<file path="src/rtl/bbex_consts.svh">
// constants for the bit-band and exclusive access block
// assumes a 32-bit byte-addressed memory map
`ifndef BBEX_CONSTS_SVH
`define BBEX_CONSTS_SVH

// -------------------------------------------------------------
// alias windows, addr[31:25]
// -------------------------------------------------------------
`define BBEX_SRAM_ALIAS_TOP 7'h11
`define BBEX_PERI_ALIAS_TOP 7'h21
`define BBEX_BB_GAP 8'h00

// -------------------------------------------------------------
// answers and lanes
// -------------------------------------------------------------
`define BBEX_ALIAS_RD_SET 32'h0000_0001
`define BBEX_ALIAS_RD_CLR 32'h0000_0000
`define BBEX_STAT_OK 1'b0
`define BBEX_STAT_FAIL 1'b1
`define BBEX_BE_ALL 4'hf
`define BBEX_BE_HALF 4'h3
`define BBEX_BE_BYTE 4'h1

`endif

</file>
<file path="src/rtl/bbex_pkg.sv">
// types shared by the bit-band and exclusive access block
// assumes the core issues one request at a time
package bbex_pkg;

    typedef enum logic [1:0] {sz_byte, sz_half, sz_word} bbex_size_t;

    // load_exclusive_word/half/byte and store_exclusive_word/half/byte are op plus size
    typedef enum logic [1:0] {op_plain, op_load_exclusive, op_store_exclusive} bbex_op_t;

    typedef struct packed {
        logic [31:0] addr;
        logic [31:0] wdata;
        bbex_size_t size;
        bbex_op_t op;
        logic write;
        logic fetch;
    } bbex_req_t;

    typedef struct packed {
        logic [31:0] rdata;
        logic status;
    } bbex_rsp_t;

    typedef struct packed {
        logic [31:0] addr;
        logic [31:0] wdata;
        logic [3:0] be;
        logic we;
    } bbex_mem_t;

endpackage

</file>
<file path="src/rtl/bbex_exmon.sv">
// exclusive access monitor: one tag for the local core
// assumes set, store and clear strobes are single-cycle pulses
`timescale 1ns/1ps
module bbex_exmon (
    input wire logic clk,
    input wire logic rstn,
    input wire logic set_tag,
    input wire logic store_done,
    input wire logic clear_cmd,
    input wire logic exc_taken,
    output logic tag_q
);

    // -------------------------------------------------------------
    // tag
    // -------------------------------------------------------------
    // an exception always wins so an interrupted sequence cannot pass
    always_ff @(posedge clk)
    begin
        if (!rstn)
            tag_q <= 1'b0;
        else if (exc_taken)
            tag_q <= 1'b0;
        else if (set_tag)
            tag_q <= 1'b1;
        else if (clear_cmd || store_done)
            tag_q <= 1'b0;
    end
endmodule

</file>
<file path="src/rtl/bbex_top.sv">
// bit-band alias decoder and exclusive access path between core and memory
// assumes memory answers a read with mem_rdata valid two cycles after mem_req
// (one cycle after the edge that samples mem_req) and takes writes at once
//
// Operation
// alias write changes exactly one bit of the bit-band memory; a store exclusive to an alias is not remapped and writes there
// targeted bit takes bit 0 of the written alias value
// bits 31:1 of an alias write value are ignored
// alias read returns 0x0 when bit clear, 0x1 when set
// memory is little-endian, lowest byte address holds least significant byte
// load exclusive returns data and sets the exclusive tag
// store exclusive writes with status 0 only if tag held, else status 1
// exclusive loads and stores work on word, halfword and byte
// clear exclusive removes the tag so a later store exclusive fails
// every store exclusive removes the tag, pass or fail
// a taken exception removes the tag
// requester pairs each load exclusive with store exclusive of same size
// requester retries the whole sequence after a failed store exclusive
// semaphore claim holds only if the store exclusive reports success
// alias offset is byte offset times 32 plus bit number times 4
// lowest 1 MB of sram and peripheral space each have an alias window
// alias write is a read-modify-write of the underlying word; a store exclusive to an alias address writes the alias address directly
// only data accesses are remapped, instruction fetches pass unchanged
// exclusive tag is clear after reset
`timescale 1ns/1ps
`include "bbex_consts.svh"
module bbex_top (
    input wire logic clk,
    input wire logic rstn,
    input wire logic req_valid,
    input wire bbex_pkg::bbex_req_t req,
    output logic req_ready_q,
    input wire logic clear_exclusive_tag,
    input wire logic exception_taken,
    output logic rsp_valid_q,
    output bbex_pkg::bbex_rsp_t rsp_q,
    output logic mem_req_q,
    output bbex_pkg::bbex_mem_t mem_q,
    input wire logic [31:0] mem_rdata,
    output logic excl_tag
);

    typedef enum {st_idle, st_wait, st_data} bbex_state_t;

    // -------------------------------------------------------------
    // decode helpers
    // -------------------------------------------------------------
    function automatic logic is_alias(input logic [31:0] a);
        is_alias = (a[31:25] == `BBEX_SRAM_ALIAS_TOP) || (a[31:25] == `BBEX_PERI_ALIAS_TOP);
    endfunction

    function automatic logic [31:0] target_addr(input logic [31:0] a);
        target_addr = {a[31:28], `BBEX_BB_GAP, a[24:5]};
    endfunction

    function automatic logic [3:0] lane_be(input bbex_pkg::bbex_size_t s, input logic [1:0] l);
        case (s)
            bbex_pkg::sz_word: lane_be = `BBEX_BE_ALL;
            bbex_pkg::sz_half: lane_be = `BBEX_BE_HALF << {l[1], 1'b0};
            bbex_pkg::sz_byte: lane_be = `BBEX_BE_BYTE << l;
            default: lane_be = `BBEX_BE_ALL;
        endcase
    endfunction

    bbex_state_t state_q;
    bbex_pkg::bbex_req_t cur_q;
    logic cur_alias_q;
    logic accept;
    logic remap;
    logic is_store_excl;
    logic store_fail;
    logic [31:0] req_word;
    logic [31:0] wdata_rep;
    logic [31:0] shifted;
    logic [31:0] lane_data;
    logic [31:0] merged;
    logic [4:0] bidx;
    logic alias_bit;

    assign accept = req_valid && req_ready_q;
    // fetches stay on their own address: only data is remapped
    assign remap = is_alias(req.addr) && !req.fetch;
    assign is_store_excl = req.op == bbex_pkg::op_store_exclusive;
    assign store_fail = is_store_excl && !excl_tag;
    // a store exclusive to an alias word is not remapped: it cannot read-modify-write in one cycle,
    // so it must never land a full word on the bit-band memory
    assign req_word = (remap && !is_store_excl) ? target_addr(req.addr) : req.addr;
    // bit index within the fetched word: byte lane then bit number
    assign bidx = {cur_q.addr[6:5], cur_q.addr[4:2]};
    assign alias_bit = mem_rdata[bidx];
    assign shifted = mem_rdata >> {cur_q.addr[1:0], 3'b000};

    // -------------------------------------------------------------
    // lane steering
    // -------------------------------------------------------------
    always_comb
    begin
        case (req.size)
            bbex_pkg::sz_byte: wdata_rep = {4{req.wdata[7:0]}};
            bbex_pkg::sz_half: wdata_rep = {2{req.wdata[15:0]}};
            default: wdata_rep = req.wdata;
        endcase
    end

    always_comb
    begin
        case (cur_q.size)
            bbex_pkg::sz_byte: lane_data = {24'h0, shifted[7:0]};
            bbex_pkg::sz_half: lane_data = {16'h0, shifted[15:0]};
            default: lane_data = mem_rdata;
        endcase
    end

    // only the addressed bit follows wdata[0]; the rest keep memory contents
    genvar i;
    generate
        for (i = 0; i < 32; i = i + 1)
        begin : g_merge
            assign merged[i] = (bidx == 5'(i)) ? cur_q.wdata[0] : mem_rdata[i];
        end
    endgenerate

    // -------------------------------------------------------------
    // sequencing
    // -------------------------------------------------------------
    // reads and alias writes both wait for data; plain writes finish at once
    always_ff @(posedge clk)
    begin
        if (!rstn)
        begin
            state_q <= st_idle;
            req_ready_q <= 1'b1;
        end
        else
        begin
            case (state_q)
                st_idle:
                    if (accept && (!req.write || (remap && !is_store_excl)))
                    begin
                        state_q <= st_wait;
                        req_ready_q <= 1'b0;
                    end
                st_wait:
                    state_q <= st_data;
                st_data:
                begin
                    state_q <= st_idle;
                    req_ready_q <= 1'b1;
                end
                default:
                begin
                    state_q <= st_idle;
                    req_ready_q <= 1'b1;
                end
            endcase
        end
    end

    always_ff @(posedge clk)
    begin
        if (!rstn)
        begin
            cur_q <= '0;
            cur_alias_q <= 1'b0;
        end
        else if (accept)
        begin
            cur_q <= req;
            cur_alias_q <= remap && !is_store_excl;
        end
    end

    // -------------------------------------------------------------
    // memory port
    // -------------------------------------------------------------
    always_ff @(posedge clk)
    begin
        if (!rstn)
        begin
            mem_req_q <= 1'b0;
            mem_q <= '0;
        end
        else
        begin
            mem_req_q <= 1'b0;
            // a failed store exclusive never reaches memory
            if (accept && !store_fail)
            begin
                mem_req_q <= 1'b1;
                mem_q.addr <= {req_word[31:2], 2'b00};
                // alias writes start with a read of the whole word
                mem_q.we <= req.write && !(remap && !is_store_excl);
                mem_q.be <= (remap && !is_store_excl) ? `BBEX_BE_ALL : lane_be(req.size, req.addr[1:0]);
                mem_q.wdata <= wdata_rep;
            end
            else if (state_q == st_data && cur_alias_q && cur_q.write)
            begin
                mem_req_q <= 1'b1;
                mem_q.we <= 1'b1;
                mem_q.be <= `BBEX_BE_ALL;
                mem_q.wdata <= merged;
            end
        end
    end

    // -------------------------------------------------------------
    // answers
    // -------------------------------------------------------------
    always_ff @(posedge clk)
    begin
        if (!rstn)
        begin
            rsp_valid_q <= 1'b0;
            rsp_q <= '0;
        end
        else
        begin
            rsp_valid_q <= 1'b0;
            // plain writes and store exclusives answer at once; reads and alias writes wait for memory
            if (accept && req.write && !(remap && !is_store_excl))
            begin
                rsp_valid_q <= 1'b1;
                rsp_q.rdata <= '0;
                rsp_q.status <= store_fail ? `BBEX_STAT_FAIL : `BBEX_STAT_OK;
            end
            else if (state_q == st_data)
            begin
                rsp_valid_q <= 1'b1;
                rsp_q.status <= `BBEX_STAT_OK;
                if (cur_alias_q)
                    rsp_q.rdata <= alias_bit ? `BBEX_ALIAS_RD_SET : `BBEX_ALIAS_RD_CLR;
                else
                    rsp_q.rdata <= lane_data;
            end
        end
    end

    // -------------------------------------------------------------
    // exclusive monitor
    // -------------------------------------------------------------
    bbex_exmon u_exmon (
        .clk(clk),
        .rstn(rstn),
        .set_tag(accept && req.op == bbex_pkg::op_load_exclusive),
        .store_done(accept && is_store_excl),
        .clear_cmd(clear_exclusive_tag),
        .exc_taken(exception_taken),
        .tag_q(excl_tag)
    );
endmodule

</file>
<file path="config.mk">
export PLATFORM = sky130hd
export DESIGN_NAME = bbex_top
export DESIGN_NICKNAME = d
export VERILOG_FILES = /design/src/rtl/bbex_pkg.sv /design/src/rtl/bbex_exmon.sv /design/src/rtl/bbex_top.sv
export VERILOG_INCLUDE_DIRS = /design/src /design/src/rtl
export SDC_FILE = /design/constraint.sdc
export NUM_CORES = 1
export LEC_CHECK = 0
export ABC_AREA = 1
export BUFFER_PORTS_ARGS = -buffer_cell sky130_fd_sc_hd__buf_4
export CAP_MARGIN = 25
export CORE_UTILIZATION = 51
export DETAILED_ROUTE_END_ITERATION = 8
export PLACE_DENSITY = 0.81
export SLEW_MARGIN = 0
export SYNTH_ARGS = -nofsm -noshare
export SYNTH_HDL_FRONTEND = slang
export SYNTH_SLANG_ARGS = --single-unit
</file>
<file path="constraint.sdc">
create_clock -name clk -period 1.8 [get_ports clk]
set_clock_uncertainty 0.2 [all_clocks]
set_input_delay 0.09 -clock clk [delete_from_list [all_inputs] [get_ports clk]]
set_output_delay 0.09 -clock clk [all_outputs]
set_load 0.02 [all_outputs]
</file>
==> reports/results.txt <==
Status = finished clean
Chip width = 115 µm
PwrDens = 866 mW/mm²
Post-route cell area = 0.0104 mm²
Register bit total from synthesis = 118
Initial antenna violation count = 0
H-tree depth = 4
Hold WS = 0.0250 ns
Worst path cell trace = dlygate4sd3_1, buf_4, xor2_1, and2_4, nand2_4, nand3_2, nand2_2, buf_12, a31oi_1
Share of layout cells above drive strength 1 = 30.0%
Reg2Reg Capture Point = mem_q[35]$_SDFFE_PN0P_
Global routing usage on met3 = 11.3%
Overflow after GRT = 0
Starting DRC count in detailed routing = 1,475
Nets = 1,377
DRT Pass-1 Iters = 9
Core area = 0.0123 mm²
I/O Pins = 213
VDD IR max = 0.802 mV
Seq/Total Area, Yosys = 36.2%
Routed len/inst = 21.3 µm
Area grow syn2layout = 58.9%
Root Driver = clkbuf_16
Critical path's largest stage delay = 0.55 ns
Crit path DAT = 1.94 ns
Reg2reg path depth = 6
Crit. End Element = flip-flop
RSZ-0062 raised after global routing = yes
Commonest non-fill, non-tap cell in the layout = buf_4
Slew Limit Fails = 0
Crit Path Class = in2reg
Largest net degree at the start of global routing = 72
Clk Latency, worst-skew pair = 0.43 ns
Mapped Cells = 937
Final Hold Fails = 0
CTS max path bufs = 2
Syn Area/Cell = 6.97 µm²
CTS tree = done
Fin util = 84.7%
Die Ht = 115 µm
Top delay family on crit path = buffers and inverters
Pleak = 4.77 nW
IO Port Bufs = 210
Fillers = 673
Reg2reg setup slack = 0.02 ns
Clock transition at path regs = 0.06 ns
Vias = 8,858
Endpoint, Worst Hold = mem_q[4]$_SDFFE_PN0P_
Antenna-violating nets left = 0
Clk sinks = 118
Ys Warns = 0
Number of global-route vias before repair = 8,399
Worst flop-to-flop path startpoint = bidx[3]$_SDFFE_PN0P_
Worst min path class = in2reg
GRT Util Overall = 44.4%
Distinct cells, synth = 43
Num CTS Buffers = 17
Max Freq = 558 MHz
Tightest Pin Transition = 0.544 ns
Power Total = 0.00899 W
Final cycle utilization of the critical path = 99.5%
Cell Area, Synth = 0.00653 mm²
Most used routing layer = met2
Hold path depth = 5
# DRC = 0
MaxCap Viol Count = 0
Max_slew headroom = 63.3%
Final setup fails = 0
Critical Path Source Type = input pin
Met2 usage = 72.5%
Critical path's slowest cell = dlygate4sd3_1
Effective utilization at floorplan = 53.3%
Worst Path Buf+Inv = 3
Rows = 40
Placer Congestion = 0.957
CP max FO = 30
Hold Path Origin = req[4]
WP data required = 1.95 ns
Post-DP HPWL = 17,300 µm
DIE AREA = 0.0133 mm²
Final min period = 1.79 ns
Post-DP Area = 0.00847 mm²
Drt total wl = 30,900 µm
Vias per cell = 6.10
First-pass GRT wire length = 44,500 µm
Met1 usage = 50.4%
Leading cell types in the layout, fill and taps excluded = 251 x buf_4, 180 x nand2_1, 114 x dfxtp_1
[how the worst max path moves through the flow]
stage          cells past startpoint                startpoint                endpoint
2_1_floorplan                      8  req_ready_q$_SDFFE_PN1P_   mem_q[1]$_SDFFE_PN0P_
3_3_place_gp                      11                    req[2]   mem_q[5]$_SDFFE_PN0P_
3_5_place_dp                      11                    req[2]   mem_q[5]$_SDFFE_PN0P_
4_1_cts                           12                    req[2]   mem_q[5]$_SDFFE_PN0P_
5_1_grt                            9   state_q[1]$_SDFFE_PN0P_  mem_q[14]$_SDFFE_PN0P_
6_report                           9                   req[67]  rsp_q[11]$_SDFFE_PP0N_
[layer usage]
layer	vias up	wire length, µm
li1	3851	-
met1	3932	10500
met2	848	14000
met3	227	4020
met4	0	2330
met5	-	0
[metrics by stage]
| stage | std cells | TNS [ns] | worst slack [ns] |
|---|---|---|---|
| 2_1_floorplan | 938 | 0 | 0.0974 |
| 3_3_place_gp | 1304 | 0 | 0.0285 |
| 3_5_place_dp | 1304 | -0.0449 | -0.0449 |
| 4_1_cts | 1447 | 0 | 0.0231 |
| 5_1_grt | 1450 | -0.114 | -0.0405 |
| 6_report | 1451 | 0 | 0.00840 |
[final cells by class]
| type | count | area [µm²] | area share [%] |
|---|---|---|---|
| diodes | 1 | 2.50 | 0.0241 |
| clock buffers | 18 | 439 | 4.23 |
| clock inverters | 13 | 204 | 1.96 |
| inverters | 75 | 310 | 2.99 |
| multi-input cells | 679 | 3530 | 34.0 |
| flip-flops and latches | 118 | 2370 | 22.8 |
| well taps | 168 | 210 | 2.03 |
| repair buffers | 378 | 3310 | 31.9 |
| repair inverters | 1 | 8.76 | 0.0844 |
[registers in the layout (all words and copies together) (netlist names)]
| register | cells |
|---|---|
| bidx | 5 |
| cur_alias_q | 1 |
| cur_q | 6 |
| mem_q | 67 |
| mem_req_q | 1 |
| req_ready_q | 1 |
| rsp_q | 33 |
| rsp_valid_q | 1 |
| state_q | 2 |
| u_exmon.tag_q | 1 |
[Yosys cell counts (all sizes together)]
master,number,share of area (%)
a211oi,14,1.6
a21oi,49,3.8
a22oi,21,2.4
a311oi,1,0.13
a31oi,9,0.86
a32oi,2,0.27
and2,1,0.13
buf,38,4.3
clkbuf,28,1.6
clkinv,2,0.11
conb,1,0.057
dfxtp,118,36
inv,73,4.2
nand2,200,12
nand3,122,10
nand4,1,0.19
nor2,98,6.1
nor3,4,0.56
o2111ai,9,1.2
o211ai,25,3.8
o21ai,109,8.4
o21bai,3,0.34
o22ai,4,0.38
o311ai,3,0.40
o31ai,1,0.11
xor2,1,0.13
[tightest hold or removal path, stage by stage]
cell	delay, ns
buf_4	0.09
inv_1	0.11
a21oi_1	0.18
nor2_1	0.06
nor2_1	0.09
[report_power, final]
part	internal, W	switching [W]	total (W)
registers	0.00279	0.000139	0.00293
clock network	0.00248	0.00133	0.00381
logic	0.000950	0.00131	0.00226
[repair_timing]
item,4_1_cts,5_1_grt
hold endpoints to repair,116,3
gates cloned,0,3
gates resized for setup,1,28
endpoints found under the setup margin,2,65
pin swaps,0,1
buffers inserted,0,0
hold buffers,112,2
[cells by family (layout without fill, tap and decap cells)]
kind of cell / Yosys count / after routing / synth area share, %
buffers and inverters: 141 / 485 / 10.2
and+or+nand+nor: 426 / 426 / 29.7
AOI/OAI and AO/OA: 250 / 250 / 23.7
other: 1 / 3 / 0.0574
DFF: 118 / 118 / 36.2
xor gates and xnor gates: 1 / 1 / 0.134
Note: power is estimated with default switching activity, not from simulation.
